--- src/pedc_pkg.sv ---
/*
 * pedc_pkg: register map, field layout, event codes and packet-capture carrier
 * for the per-port error detect and capture block.
 * Assumes a 32-bit register port with one-cycle read latency.
 */
package pedc_pkg;
    // ==========================================================
    // register indices (word offsets on the plain port)
    localparam logic [3:0] PEDC_ADDR_DETECT  = 4'h0;
    localparam logic [3:0] PEDC_ADDR_RATE_EN = 4'h1;
    localparam logic [3:0] PEDC_ADDR_ATTR    = 4'h2;
    localparam logic [3:0] PEDC_ADDR_CAP0    = 4'h3;
    localparam logic [3:0] PEDC_ADDR_CAP1    = 4'h4;
    localparam logic [3:0] PEDC_ADDR_CAP2    = 4'h5;
    localparam logic [3:0] PEDC_ADDR_CAP3    = 4'h6;
    localparam logic [3:0] PEDC_ADDR_CAP4    = 4'h7;
    localparam logic [3:0] PEDC_ADDR_COUNT   = 4'h8;
    localparam logic [3:0] PEDC_ADDR_LT_CTL  = 4'h9;
    localparam logic [3:0] PEDC_ADDR_MC_MASK = 4'ha;
    // ==========================================================
    // error-detect bit positions
    localparam int PEDC_B_AGG      = 31;
    localparam int PEDC_B_CS_CRC   = 22;
    localparam int PEDC_B_BAD_ACK  = 21;
    localparam int PEDC_B_NOT_ACC  = 20;
    localparam int PEDC_B_PKT_ACK  = 19;
    localparam int PEDC_B_PKT_CRC  = 18;
    localparam int PEDC_B_OVERSIZE = 17;
    localparam int PEDC_B_LR_ACK   = 5;
    localparam int PEDC_B_PROTO    = 4;
    localparam int PEDC_B_DELIN    = 2;
    localparam int PEDC_B_UNSOL    = 1;
    localparam int PEDC_B_LINK_TMO = 0;
    localparam logic [31:0] PEDC_DETECT_MASK   = 32'h807e0037;
    // events that may capture a packet; the rest never do
    localparam logic [31:0] PEDC_CAPTURE_MASK  = 32'h805e0012;
    localparam logic [31:0] PEDC_DETECT_RST    = 32'h00000000;
    localparam logic [31:0] PEDC_RATE_EN_RST   = 32'h00000000;
    localparam int          PEDC_B_VALID       = 0;
    localparam logic [7:0]  PEDC_COUNT_RST     = 8'h00;
    localparam logic [23:0] PEDC_LT_CTL_RST    = 24'hffffff;
    localparam int          PEDC_MAX_PKT_BYTES = 276;
    // ==========================================================
    // aggregate sources
    typedef struct packed {
        logic rsvd_tt;
        logic max_retry;
        logic unmapped;
        logic lut_parity;
        logic fabric_transfer_timeout;
        logic mc_timeout;
        logic port_err;
        logic illegal_trans;
        logic ttl;
    } pedc_agg_t;
    // link-level error events
    typedef struct packed {
        logic cs_crc;
        logic bad_ack;
        logic not_acc;
        logic pkt_ackid;
        logic pkt_crc;
        logic lr_ackid;
        logic proto;
        logic delin;
        logic unsol;
    } pedc_link_t;
    // captured packet header words
    typedef struct packed {
        logic [31:0] w0;
        logic [31:0] w1;
        logic [31:0] w2;
        logic [31:0] w3;
    } pedc_pkt_t;
endpackage : pedc_pkg

--- src/pedc_port_err.sv ---
/*
 * pedc_port_err: sticky error detect, error-rate count, first-error packet
 * capture, link timeout and port-write multicast mask pruning for one port.
 * Assumes event inputs are one-cycle pulses synchronous to clk.
 */
// Strobed register access and the register addresses were decided locally.
`timescale 1ns/100ps
`default_nettype none
// ==========================================================
module pedc_port_err
    import pedc_pkg::*;
#(
    parameter int          PORTS     = 16,
    parameter logic [3:0]  PORT_ID   = 4'h0,
    parameter int          CNT_W     = 8
)(
    // clock and reset
    input  wire logic              clk,
    input  wire logic              rst_n,
    // register port
    input  wire logic [3:0]        reg_addr,
    input  wire logic [31:0]       reg_wdata,
    input  wire logic              reg_wr,
    input  wire logic              reg_rd,
    output logic [31:0]            reg_rdata_q,
    // error events
    input  wire pedc_agg_t         agg_ev,
    input  wire pedc_link_t        link_ev,
    input  wire logic              rx_pkt_end,
    input  wire logic [15:0]       rx_pkt_bytes,
    input  wire logic              ack_wait,
    input  wire logic              ack_rcvd,
    // packet info of the last received packet
    input  wire pedc_pkt_t         rx_pkt,
    input  wire logic [7:0]        rx_tt,
    // port-write steering
    input  wire logic              pw_req,
    input  wire logic              pw_dest_mc,
    input  wire logic [PORTS-1:0]  pw_group_mask,
    output logic                   pw_to_mc_q,
    output logic [PORTS-1:0]       pw_mc_mask_q,
    output logic                   pw_unicast_q,
    // status
    output logic                   capture_valid_q,
    output logic                   aggregate_vendor_error_q
);
    // ==========================================================
    // event vector
    logic [31:0] ev_now;
    logic        oversize_ev;
    logic        link_timeout_ev;
    logic        agg_any;
    logic [31:0] detect_q;
    logic [31:0] rate_en_q;
    logic [23:0] link_timeout_control_q;
    logic [23:0] lt_cnt_q;
    logic [CNT_W-1:0] err_cnt_q;
    pedc_pkt_t   cap_q;
    logic [31:0] cap_attr_q;
    logic        rate_hit;
    logic        cap_now;

    assign agg_any = |agg_ev;
    assign oversize_ev = rx_pkt_end
        && (rx_pkt_bytes > 16'(PEDC_MAX_PKT_BYTES));
    assign link_timeout_ev = ack_wait && !ack_rcvd
        && (lt_cnt_q == link_timeout_control_q);

    always_comb
    begin
        ev_now                  = 32'h00000000;
        ev_now[PEDC_B_AGG]      = agg_any;
        ev_now[PEDC_B_CS_CRC]   = link_ev.cs_crc;
        ev_now[PEDC_B_BAD_ACK]  = link_ev.bad_ack;
        ev_now[PEDC_B_NOT_ACC]  = link_ev.not_acc;
        ev_now[PEDC_B_PKT_ACK]  = link_ev.pkt_ackid;
        ev_now[PEDC_B_PKT_CRC]  = link_ev.pkt_crc;
        ev_now[PEDC_B_OVERSIZE] = oversize_ev;
        ev_now[PEDC_B_LR_ACK]   = link_ev.lr_ackid;
        ev_now[PEDC_B_PROTO]    = link_ev.proto;
        ev_now[PEDC_B_DELIN]    = link_ev.delin;
        ev_now[PEDC_B_UNSOL]    = link_ev.unsol;
        ev_now[PEDC_B_LINK_TMO] = link_timeout_ev;
    end

    assign rate_hit = |(ev_now & rate_en_q);
    assign cap_now  = |(ev_now & rate_en_q & PEDC_CAPTURE_MASK)
        && !capture_valid_q;

    // ==========================================================
    // link timeout counter
    always_ff @(posedge clk)
    begin
        if (!rst_n || !ack_wait || ack_rcvd || link_timeout_ev)
            lt_cnt_q <= 24'h000000;
        else
            lt_cnt_q <= lt_cnt_q + 24'h000001;
    end

    // ==========================================================
    // detect flags: sticky, set wins over a software write
    always_ff @(posedge clk)
    begin
        if (!rst_n)
            detect_q <= PEDC_DETECT_RST;
        else if (reg_wr && reg_addr == PEDC_ADDR_DETECT)
            detect_q <= ((reg_wdata & PEDC_DETECT_MASK) | ev_now);
        else
            detect_q <= detect_q | ev_now;
    end

    always_ff @(posedge clk)
    begin
        if (!rst_n)
            aggregate_vendor_error_q <= 1'b0;
        else if (reg_wr && reg_addr == PEDC_ADDR_DETECT)
            aggregate_vendor_error_q <= reg_wdata[PEDC_B_AGG] | agg_any;
        else
            aggregate_vendor_error_q <= aggregate_vendor_error_q | agg_any;
    end

    // ==========================================================
    // configuration
    always_ff @(posedge clk)
    begin
        if (!rst_n)
            rate_en_q <= PEDC_RATE_EN_RST;
        else if (reg_wr && reg_addr == PEDC_ADDR_RATE_EN)
            rate_en_q <= reg_wdata & PEDC_DETECT_MASK;
    end

    always_ff @(posedge clk)
    begin
        if (!rst_n)
            link_timeout_control_q <= PEDC_LT_CTL_RST;
        else if (reg_wr && reg_addr == PEDC_ADDR_LT_CTL)
            link_timeout_control_q <= reg_wdata[23:0];
    end

    // ==========================================================
    // error-rate counter, saturating
    always_ff @(posedge clk)
    begin
        if (!rst_n)
            err_cnt_q <= CNT_W'(PEDC_COUNT_RST);
        else if (reg_wr && reg_addr == PEDC_ADDR_COUNT)
            err_cnt_q <= reg_wdata[CNT_W-1:0];
        else if (rate_hit && !(&err_cnt_q))
            err_cnt_q <= err_cnt_q + CNT_W'(1);
    end

    // ==========================================================
    // capture: valid is set on capture, cleared only by written zero
    always_ff @(posedge clk)
    begin
        if (!rst_n)
            capture_valid_q <= 1'b0;
        else if (cap_now)
            capture_valid_q <= 1'b1;
        else if (reg_wr && reg_addr == PEDC_ADDR_ATTR && !reg_wdata[PEDC_B_VALID])
            capture_valid_q <= 1'b0;
    end

    // max retry simply latches the last received packet held on rx_pkt
    always_ff @(posedge clk)
    begin
        if (!rst_n)
        begin
            cap_q      <= '0;
            cap_attr_q <= 32'h00000000;
        end
        else if (cap_now)
        begin
            cap_q      <= rx_pkt;
            cap_attr_q <= {ev_now[31:8] & rate_en_q[31:8], rx_tt};
        end
    end

    // ==========================================================
    // port-write steering
    always_ff @(posedge clk)
    begin
        if (!rst_n)
        begin
            pw_to_mc_q   <= 1'b0;
            pw_unicast_q <= 1'b0;
            pw_mc_mask_q <= '0;
        end
        else
        begin
            pw_to_mc_q   <= pw_req && pw_dest_mc;
            pw_unicast_q <= pw_req && !pw_dest_mc;
            if (pw_req && pw_dest_mc)
            begin
                pw_mc_mask_q          <= pw_group_mask;
                pw_mc_mask_q[PORT_ID] <= 1'b0;
            end
        end
    end

    // ==========================================================
    // register read, one cycle latency
    always_ff @(posedge clk)
    begin
        if (!rst_n)
            reg_rdata_q <= 32'h00000000;
        else if (!reg_rd)
            reg_rdata_q <= 32'h00000000;
        else if (reg_addr == PEDC_ADDR_DETECT)
            reg_rdata_q <= detect_q;
        else if (reg_addr == PEDC_ADDR_RATE_EN)
            reg_rdata_q <= rate_en_q;
        else if (reg_addr == PEDC_ADDR_ATTR)
            reg_rdata_q <= {cap_attr_q[31:1], capture_valid_q};
        else if (reg_addr == PEDC_ADDR_CAP0)
            reg_rdata_q <= cap_q.w0;
        else if (reg_addr == PEDC_ADDR_CAP1)
            reg_rdata_q <= cap_q.w1;
        else if (reg_addr == PEDC_ADDR_CAP2)
            reg_rdata_q <= cap_q.w2;
        else if (reg_addr == PEDC_ADDR_CAP3)
            reg_rdata_q <= cap_q.w3;
        else if (reg_addr == PEDC_ADDR_CAP4)
            reg_rdata_q <= {24'h000000, cap_attr_q[7:0]};
        else if (reg_addr == PEDC_ADDR_COUNT)
            reg_rdata_q <= 32'(err_cnt_q);
        else if (reg_addr == PEDC_ADDR_LT_CTL)
            reg_rdata_q <= {8'h00, link_timeout_control_q};
        else if (reg_addr == PEDC_ADDR_MC_MASK)
            reg_rdata_q <= 32'(pw_mc_mask_q);
        else
            reg_rdata_q <= 32'h00000000;
    end

    // ==========================================================
    // checks
    capture_set_a: assert property (@(posedge clk) disable iff (!rst_n)
        cap_now |=> capture_valid_q && cap_q == $past(rx_pkt))
        else $error("capture did not set valid");
    capture_hold_a: assert property (@(posedge clk) disable iff (!rst_n)
        capture_valid_q && !(reg_wr && reg_addr == PEDC_ADDR_ATTR) |=> $stable(cap_q))
        else $error("capture overwritten while valid");
    capture_clear_a: assert property (@(posedge clk) disable iff (!rst_n)
        reg_wr && reg_addr == PEDC_ADDR_ATTR && !reg_wdata[0] && !cap_now
        |=> !capture_valid_q)
        else $error("valid not cleared by write");
    agg_flag_a: assert property (@(posedge clk) disable iff (!rst_n)
        agg_any |=> aggregate_vendor_error_q && detect_q[PEDC_B_AGG])
        else $error("aggregate flag missing");
    detect_sticky_a: assert property (@(posedge clk) disable iff (!rst_n)
        detect_q[PEDC_B_DELIN] && !(reg_wr && reg_addr == PEDC_ADDR_DETECT)
        |=> detect_q[PEDC_B_DELIN])
        else $error("detect flag dropped");
    rate_count_a: assert property (@(posedge clk) disable iff (!rst_n)
        rate_hit && !(reg_wr && reg_addr == PEDC_ADDR_COUNT) && err_cnt_q != '1
        |=> err_cnt_q == $past(err_cnt_q) + CNT_W'(1))
        else $error("rate counter did not step");
    no_cap_delin_a: assert property (@(posedge clk) disable iff (!rst_n)
        link_ev.delin && !agg_any && !(|(ev_now & PEDC_CAPTURE_MASK)) && !capture_valid_q
        |=> !capture_valid_q)
        else $error("delineation captured");
    oversize_flag_a: assert property (@(posedge clk) disable iff (!rst_n)
        rx_pkt_end && rx_pkt_bytes == 16'd277 |=> detect_q[PEDC_B_OVERSIZE])
        else $error("oversize not flagged");
    pw_prune_a: assert property (@(posedge clk) disable iff (!rst_n)
        pw_req && pw_dest_mc |=> pw_to_mc_q && !pw_mc_mask_q[PORT_ID])
        else $error("originating port left in mask");
    timeout_flag_a: assert property (@(posedge clk) disable iff (!rst_n)
        link_timeout_ev |=> detect_q[PEDC_B_LINK_TMO])
        else $error("link timeout not flagged");
    count_sat_a: assert property (@(posedge clk) disable iff (!rst_n)
        err_cnt_q == '1 && !(reg_wr && reg_addr == PEDC_ADDR_COUNT) |=> err_cnt_q == '1)
        else $error("rate counter wrapped");
    count_idle_a: assert property (@(posedge clk) disable iff (!rst_n)
        !rate_hit && !(reg_wr && reg_addr == PEDC_ADDR_COUNT) |=> $stable(err_cnt_q))
        else $error("rate counter moved without enabled error");
    count_write_a: assert property (@(posedge clk) disable iff (!rst_n)
        reg_wr && reg_addr == PEDC_ADDR_COUNT |=> err_cnt_q == $past(reg_wdata[CNT_W-1:0]))
        else $error("rate counter write lost");
    valid_hold_a: assert property (@(posedge clk) disable iff (!rst_n)
        capture_valid_q && !(reg_wr && reg_addr == PEDC_ADDR_ATTR) |=> capture_valid_q)
        else $error("capture valid dropped");
    valid_read_a: assert property (@(posedge clk) disable iff (!rst_n)
        reg_rd && reg_addr == PEDC_ADDR_ATTR |=> reg_rdata_q[0] == $past(capture_valid_q))
        else $error("capture valid not readable");
    no_cap_a: assert property (@(posedge clk) disable iff (!rst_n)
        !agg_any && !link_ev.cs_crc && !link_ev.not_acc && !link_ev.pkt_ackid
        && !link_ev.pkt_crc && !oversize_ev && !link_ev.proto && !link_ev.unsol
        && !capture_valid_q |=> !capture_valid_q)
        else $error("capture by an event that never captures");
    oversize_cap_a: assert property (@(posedge clk) disable iff (!rst_n)
        oversize_ev && rate_en_q[PEDC_B_OVERSIZE] && !capture_valid_q |=> capture_valid_q)
        else $error("oversize packet not captured");
    sym_crc_cap_a: assert property (@(posedge clk) disable iff (!rst_n)
        link_ev.cs_crc && rate_en_q[PEDC_B_CS_CRC] && !capture_valid_q |=> capture_valid_q)
        else $error("control symbol crc not captured");
    cs_crc_flag_a: assert property (@(posedge clk) disable iff (!rst_n)
        link_ev.cs_crc |=> detect_q[PEDC_B_CS_CRC])
        else $error("control symbol crc not flagged");
    bad_ack_flag_a: assert property (@(posedge clk) disable iff (!rst_n)
        link_ev.bad_ack |=> detect_q[PEDC_B_BAD_ACK])
        else $error("bad ack ackid not flagged");
    not_acc_flag_a: assert property (@(posedge clk) disable iff (!rst_n)
        link_ev.not_acc |=> detect_q[PEDC_B_NOT_ACC])
        else $error("not accepted not flagged");
    pkt_ack_flag_a: assert property (@(posedge clk) disable iff (!rst_n)
        link_ev.pkt_ackid |=> detect_q[PEDC_B_PKT_ACK])
        else $error("packet ackid not flagged");
    pkt_crc_flag_a: assert property (@(posedge clk) disable iff (!rst_n)
        link_ev.pkt_crc |=> detect_q[PEDC_B_PKT_CRC])
        else $error("packet crc not flagged");
    lr_ack_flag_a: assert property (@(posedge clk) disable iff (!rst_n)
        link_ev.lr_ackid |=> detect_q[PEDC_B_LR_ACK])
        else $error("link response ackid not flagged");
    proto_flag_a: assert property (@(posedge clk) disable iff (!rst_n)
        link_ev.proto |=> detect_q[PEDC_B_PROTO])
        else $error("protocol violation not flagged");
    delin_flag_a: assert property (@(posedge clk) disable iff (!rst_n)
        link_ev.delin |=> detect_q[PEDC_B_DELIN])
        else $error("delineation not flagged");
    unsol_flag_a: assert property (@(posedge clk) disable iff (!rst_n)
        link_ev.unsol |=> detect_q[PEDC_B_UNSOL])
        else $error("unsolicited ack not flagged");
    capture_attr_a: assert property (@(posedge clk) disable iff (!rst_n)
        cap_now |=> cap_attr_q[7:0] == $past(rx_tt))
        else $error("captured attribute byte wrong");
    pw_mask_a: assert property (@(posedge clk) disable iff (!rst_n)
        pw_req && pw_dest_mc |=> (pw_mc_mask_q | (PORTS'(1) << PORT_ID))
        == ($past(pw_group_mask) | (PORTS'(1) << PORT_ID)))
        else $error("group mask not passed on");
    pw_route_a: assert property (@(posedge clk) disable iff (!rst_n)
        pw_req && !pw_dest_mc |=> pw_unicast_q && !pw_to_mc_q)
        else $error("unicast port-write misrouted");
    pw_idle_a: assert property (@(posedge clk) disable iff (!rst_n)
        !pw_req |=> !pw_to_mc_q && !pw_unicast_q)
        else $error("port-write routed without request");
    agg_sticky_a: assert property (@(posedge clk) disable iff (!rst_n)
        aggregate_vendor_error_q && !(reg_wr && reg_addr == PEDC_ADDR_DETECT)
        |=> aggregate_vendor_error_q)
        else $error("aggregate flag dropped");
    timeout_count_a: assert property (@(posedge clk) disable iff (!rst_n)
        ack_wait && !ack_rcvd && !link_timeout_ev |=> lt_cnt_q == $past(lt_cnt_q) + 24'h000001)
        else $error("link timeout counter did not step");

    // ==========================================================
    // cover points
    capture_c: cover property (@(posedge clk) disable iff (!rst_n) cap_now);
    blocked_c: cover property (@(posedge clk) disable iff (!rst_n)
        capture_valid_q && rate_hit);
    pw_mc_c: cover property (@(posedge clk) disable iff (!rst_n) pw_req && pw_dest_mc);
    timeout_c: cover property (@(posedge clk) disable iff (!rst_n) link_timeout_ev);
    agg_c: cover property (@(posedge clk) disable iff (!rst_n)
        agg_any && rate_en_q[PEDC_B_AGG]);
endmodule : pedc_port_err
`default_nettype wire

--- config.mk ---
export PLATFORM = sky130hd
export DESIGN_NAME = pedc_port_err
export DESIGN_NICKNAME = d
export VERILOG_FILES = /design/src/pedc_pkg.sv /design/src/pedc_port_err.sv
export SDC_FILE = /design/constraint.sdc
export NUM_CORES = 1
export LEC_CHECK = 0
export ABC_AREA = 0
export ABC_CLOCK_PERIOD_IN_PS = 3000
export BUFFER_PORTS_ARGS = -buffer_cell sky130_fd_sc_hd__buf_2
export CORE_MARGIN = 2
export CORE_UTILIZATION = 40
export CTS_BUF_LIST = sky130_fd_sc_hd__clkbuf_4 sky130_fd_sc_hd__clkbuf_8
export CTS_CLUSTER_SIZE = 20
export DETAILED_ROUTE_END_ITERATION = 7
export PLACE_DENSITY = 0.75
export SETUP_SLACK_MARGIN = 0.5
export SKIP_LAST_GASP = 1
export SLEW_MARGIN = 20
export SYNTH_ARGS = -nofsm -noshare
export SYNTH_HDL_FRONTEND = slang
export SYNTH_SLANG_ARGS = --single-unit
--- constraint.sdc ---
create_clock -name clk -period 3 [get_ports clk]
set_input_delay 0.75 -clock clk [delete_from_list [all_inputs] [get_ports clk]]
set_output_delay 0.75 -clock clk [all_outputs]
set_load 0.05 [all_outputs]
[Yosys cells after proc, flatten, opt, wreduce, memory -nomap -nowiden]
Index checks and enable logic that the tools add are counted.
Cells by class
  add/sub/neg operators: 2
  $mul: 0
  divide/modulo/power cells: 0
  order comparisons: 1
  equal/unequal tests: 11
  shifts and indexed selects: 0
  muxes and demuxes: 17
  bitwise logic cells: 6
  reduce and logical (&&, ||, !) cells: 31
Operators by type and width (count)
  $mux W32: 8
  $mux W24: 3
  $or A32 B32 Y32: 2
  $and A32 B32 Y32: 1
  $reduce_or A32 Y1: 1
  $add A24 B1 Y24 const B: 1
  $and A24 B24 Y24: 1
  $eq A24 B24 Y1: 1
  $eq A4 B3 Y1 const B: 4
  $gt A16 B9 Y1 const B: 1
  $mux W16: 1
  $mux W8: 2
  $logic_and A1 B1 Y1: 13
  $eq A4 B4 Y1 const B: 3
  $reduce_or A9 Y1: 1
  $add A8 B1 Y8 const B: 1
  $eq A4 B2 Y1 const B: 2
  $reduce_and A8 Y1: 1
  $reduce_or A8 Y1: 1
  $logic_not A1 Y1: 7
  $eq A4 B1 Y1 const B: 1
  $logic_not A4 Y1: 1
  $reduce_bool A2 Y1: 2
  $logic_or A1 B1 Y1: 3
  other kinds (3): 6
Storage, ports and cells
  bits in registers: 311
  latch bits: 0
  RAM bits: 0
  bits in read-only memories: 0
  input bits: 231
  output and inout port bits: 52
  word-level logic and storage cells: 84
  memories: 0

[Logic depth before layout (Yosys ltp)]
  depth in word-level cells: 12
  depth in mapped cells: 10
  depth with buffers taken out: 7

[Worst setup path after synthesis]
Ideal clock, no wire load.
  path kind: input to register
  start: input rx_pkt_bytes[1]
  end: register cap_q[12] in the netlist's numbering
  setup time: 132 ps
  arrival: 2529 ps
  required time: 2868 ps
  slack: 339 ps
  cell stages on the path: 10
  buffers on the path: 3
  path through: o21a_1 > o211ai_1 > a41oi_1 > or3_1 > nor2b_1 > clkbuf_1 > clkbuf_1 > clkbuf_1 > nand2_1 > a21oi_1
On the way
  longest elaborated chain between the ends: 5
Ends and longest elaborated chain
  start, declared: line pedc_port_err.sv:30  | input wire logic [15:0] rx_pkt_bytes,
  $gt A16 B9 Y1: line pedc_port_err.sv:65  | && (rx_pkt_bytes > 16'(PEDC_MAX_PKT_BYTES));
  $logic_and A1 B1 Y1: line pedc_port_err.sv:65
  $and A32 B32 Y32: line pedc_port_err.sv:87  | assign cap_now = |(ev_now & rate_en_q & PEDC_CAPTURE_MASK)
  $reduce_or A8 Y1: line pedc_port_err.sv:87
  $logic_and A1 B1 Y1: line pedc_port_err.sv:88  | && !capture_valid_q;
  end signal, assigned: line pedc_port_err.sv:174  | cap_q <= rx_pkt;
  end, declared: line pedc_port_err.sv:58  | pedc_pkt_t cap_q;
Every way passes these cells.
A chain may end at the register's enable or synchronous reset.

[Worst setup path after layout]
  start: register link_timeout_control_q[14]
  end: register err_cnt_q[2]
On the way
  longest elaborated chain between the ends: 6
Ends and longest elaborated chain
  start, declared: line pedc_port_err.sv:55  | logic [23:0] link_timeout_control_q;
  start signal, assigned: line pedc_port_err.sv:137  | link_timeout_control_q <= reg_wdata[23:0];
  $eq A24 B24 Y1: line pedc_port_err.sv:67  | && (lt_cnt_q == link_timeout_control_q);
  $logic_and A1 B1 Y1: line pedc_port_err.sv:67
  $and A32 B32 Y32: line pedc_port_err.sv:86  | assign rate_hit = |(ev_now & rate_en_q);
  $reduce_or A32 Y1: line pedc_port_err.sv:86
  $logic_and A1 B1 Y1: line pedc_port_err.sv:148  | else if (rate_hit && !(&err_cnt_q))
  $reduce_bool A2 Y1 (no source line)
  end signal, assigned: line pedc_port_err.sv:145  | err_cnt_q <= CNT_W'(PEDC_COUNT_RST);
  end signal, assigned: line pedc_port_err.sv:147  | err_cnt_q <= reg_wdata[CNT_W-1:0];
  end signal, assigned: line pedc_port_err.sv:149  | err_cnt_q <= err_cnt_q + CNT_W'(1);
  end, declared: line pedc_port_err.sv:57  | logic [CNT_W-1:0] err_cnt_q;
Every way passes these cells.

==> flow_summary.yaml <==
critical_path:
  worst-setup-path-type: "flop to flop"
  r2r_end: "err_cnt_q[2]"
  rrSetupSlack_ns: 0.47
  slowest_delay_ns: 0.38
  timing.rr.start: "link_timeout_control_q[14]"
  crit_path_frequent_cell: "buf_4"
  crit_path_cell_trace: "xor2_1 -> nor4_2 -> buf_4 -> nand4_1 -> nor4_4 -> a211oi_4 -> buf_6 -> buf_4 -> buf_4 -> o31ai_2 -> a31oi_1"
  startpoint_type: "flop"
  slowest_stage: "nor4_4"
  crit_required_ns: 3.45
  path_max_fanout: 6
  r2r_cells: 11
  crit_arrival_ns: 2.98
  worst_setup_path_end_kind: "flop"
yosys:
  syn-instance-count: 1457
  yosysTopAreaCell: "dfxtp_1"
  synthTopCellsByCount: "nand2_1, dfxtp_1, a21oi_1"
  yosys_warnings: 0
  ys_top_cells_by_area: "dfxtp_1, nand2_1, a21oi_1, clkbuf_1, a22oi_1"
  syn_avg_cell_area_um2: 7.86
  async_reset_ff_share_pct: 0
  ys.flop_type: "dfxtp_1"
  synth_nets: 1690
  yosysMostFrequentCell: "nand2_1"
  synth.distinct_cells: 59
  yosysSeqAreaShare_pct: 47.9
  synth_top_area_share_pct: 47.9
  synth-edff-count: 0
  synth_seq_cells: 274
  syn_area_mm2: 0.0115
finish:
  layout-drive-gt1-share_pct: 25.0
  syn_to_final_growth_pct: 26.3
  seqCellArea_mm2: 0.00549
  multiInputGateArea_mm2: 0.00560
  fin_nets: 1956
  n_fill_cell: 2649
cts:
  cts_made_buffers: 45
  cts.path.max_buffers: 3
  clkTransAtPathRegs_ns: 0.06
  ctsHtreeMaxLevel: 2
  cts-root-buf: "clkbuf_8"
  insertion_delay_ns: 0.57
  cts_sinks: 274
  cts_tree: "yes"
die:
  die_h_um: 173
  io_pins: 283
  core_area_mm2: 0.0280
  die_w_um: 173
  initial_core_util_pct: 40.9
  dieArea_mm2: 0.0300
  row_count: 61
global_routing:
  grt_pass1_wl_um: 59200
  grt_max_degree: 189
  antenna_found_initial: 12
  grtUsageTotal_pct: 24.7
  grt_pass1_vias: 11200
  grt_overflow: 0
placed_design:
  post-place-ws_ns: 0.0406
  hpwl_um: 28000
  io_buffers: 273
  gp_congestion: 0.991
detailed_routing:
  vias: 11700
  dr.pass1.iters: 6
  ant_nets: 0
  avgViaCountPerCell: 5.44
  route.detailed.drc: 0
  postRouteWirelength_um: 38900
  drt_iter0_markers: 1157
  wl_per_cell_um: 18.1
sta:
  worst_slew_pin_slew_ns: 0.971
  rsz0062_at_grt: "true"
  finalMaxSlewViolations: 0
  fmax_mhz: 395
  relSlewSlack_pct: 35.3
  post-route-period-util_pct: 84.4
  hold_viol: 0
  setup_violations: 0
  skew_ns: 0.0258
  fin_ws_ns: 0.468
  finalSetupTns_ns: 0
  whs_ns: 0.368
  finalCriticalPeriod_ns: 2.53
pwr:
  irDropWorstVdd_uv: 317
  p_leak_nw: 5.66
  cellPowerDensity_mw_per_mm2: 576
hold_path:
  worstHoldStart: "pw_dest_mc"
  min_path_type: "input port to flop"
  hold_depth: 2
  min_delay_worst_endpoint: "pw_unicast_q"
run:
  maxCapViolations: 0
outcome:
  outcome: "complete, no violations"
sequential cells by signal (all words and copies together), names as in the netlist, 8 cells and up:
register and count:
reg_rdata_q 32, rate_en_q 12, cap_attr_q 15, err_cnt_q 8, detect_q 12, cap_q 128
lt_cnt_q 24, link_timeout_control_q 24, pw_mc_mask_q 15
report_power, final:
part	internal, mW	leakage (nW)	switching (mW)	total, mW
sequential	3.75	2.22	0.0777	3.83
combinational	0.297	2.89	0.499	0.796
clock	2.19	0.546	1.52	3.71
total	6.24	5.66	2.10	8.34
final cells by class:
cell class                 instances  share of cell area (%)
antenna                           12                   0.207
clock inverter                     6                   0.795
clock buffer                      73                    6.34
tap                              378                    3.27
inverter                           6                   0.173
sequential                       274                    38.0
timing repair buffer             323                    12.5
multi-input combinational       1073                    38.7
timing repair:
action	CTS	global route
endpoints found under the setup margin	28	8
resized for setup	3	17
buffers inserted	3	9
pin swaps	3	16
hold buffers	0	0
through the flow:
stage                     utilization, %  cell area (µm²)  instances  power [mW]
after floorplan                        -            11500       1457        4.33
after global placement              47.3            13300       2042        4.65
after detailed placement            47.3            13300       2042        4.66
after CTS                           51.1            14300       2124        8.34
after global routing                51.7            14500       2144        8.60
final                               51.7            14500       2145        8.34
cell usage in the layout, fill, tap and decap left out, drive strengths merged, types with 20 or more instances in the layout:
cell type  Yosys  final
nand2        440    440
buf           18    323
dfxtp        274    274
a21oi        210    210
clkbuf        86     73
nor2          68     68
nand3         48     48
o21ai         44     44
a22oi         36     36
xor2          25     25
xnor2         21     21
and3          20     20
critical path: cells and delay by family (launching register included):
family          cells  cell delay, ns
buf+inv             4            0.59
flops               1            0.34
compound gates      3            0.48
simple gates        3            0.85
xor+xnor            1            0.16
how the worst max path moves through the flow:
| stage | start | endpoint | slack, ns | depth (start not counted) |
|---|---|---|---|---|
| 2_1_floorplan | agg_ev[2] | cap_q[12] | 0.49 | 10 |
| 3_3_place_gp | agg_ev[2] | err_cnt_q[0] | 0.09 | 9 |
| 3_5_place_dp | agg_ev[2] | err_cnt_q[7] | 0.04 | 9 |
| 4_1_cts | link_timeout_control_q[10] | err_cnt_q[7] | 0.50 | 9 |
| 5_1_grt | link_timeout_control_q[14] | err_cnt_q[3] | 0.37 | 9 |
| 6_report | link_timeout_control_q[14] | err_cnt_q[2] | 0.47 | 11 |
cell families (layout without fill, tap and decap cells):
kind of cell / count (synthesis) / after routing / share of synthesized area [%]
buf+inv: 110 / 408 / 3.91
mux: 20 / 20 / 2.11
flops: 274 / 274 / 47.9
fa+ha+maj: 2 / 2 / 0.218
other cells: 1 / 13 / 0.0327
simple gates: 640 / 640 / 23.6
compound gates: 364 / 364 / 18.8
xor+xnor: 46 / 46 / 3.52
metal layers:
metal / GRT usage (%) / up-vias / share of wire (%)
li1: - / 5551 / -
met1: 31.4 / 5406 / 41
met2: 39.6 / 609 / 46
met3: 6.45 / 102 / 9.8
met4: 11.2 / 2 / 4.0
met5: 0 / - / 0.033
No activity file was read; power rests on OpenSTA's default activity.
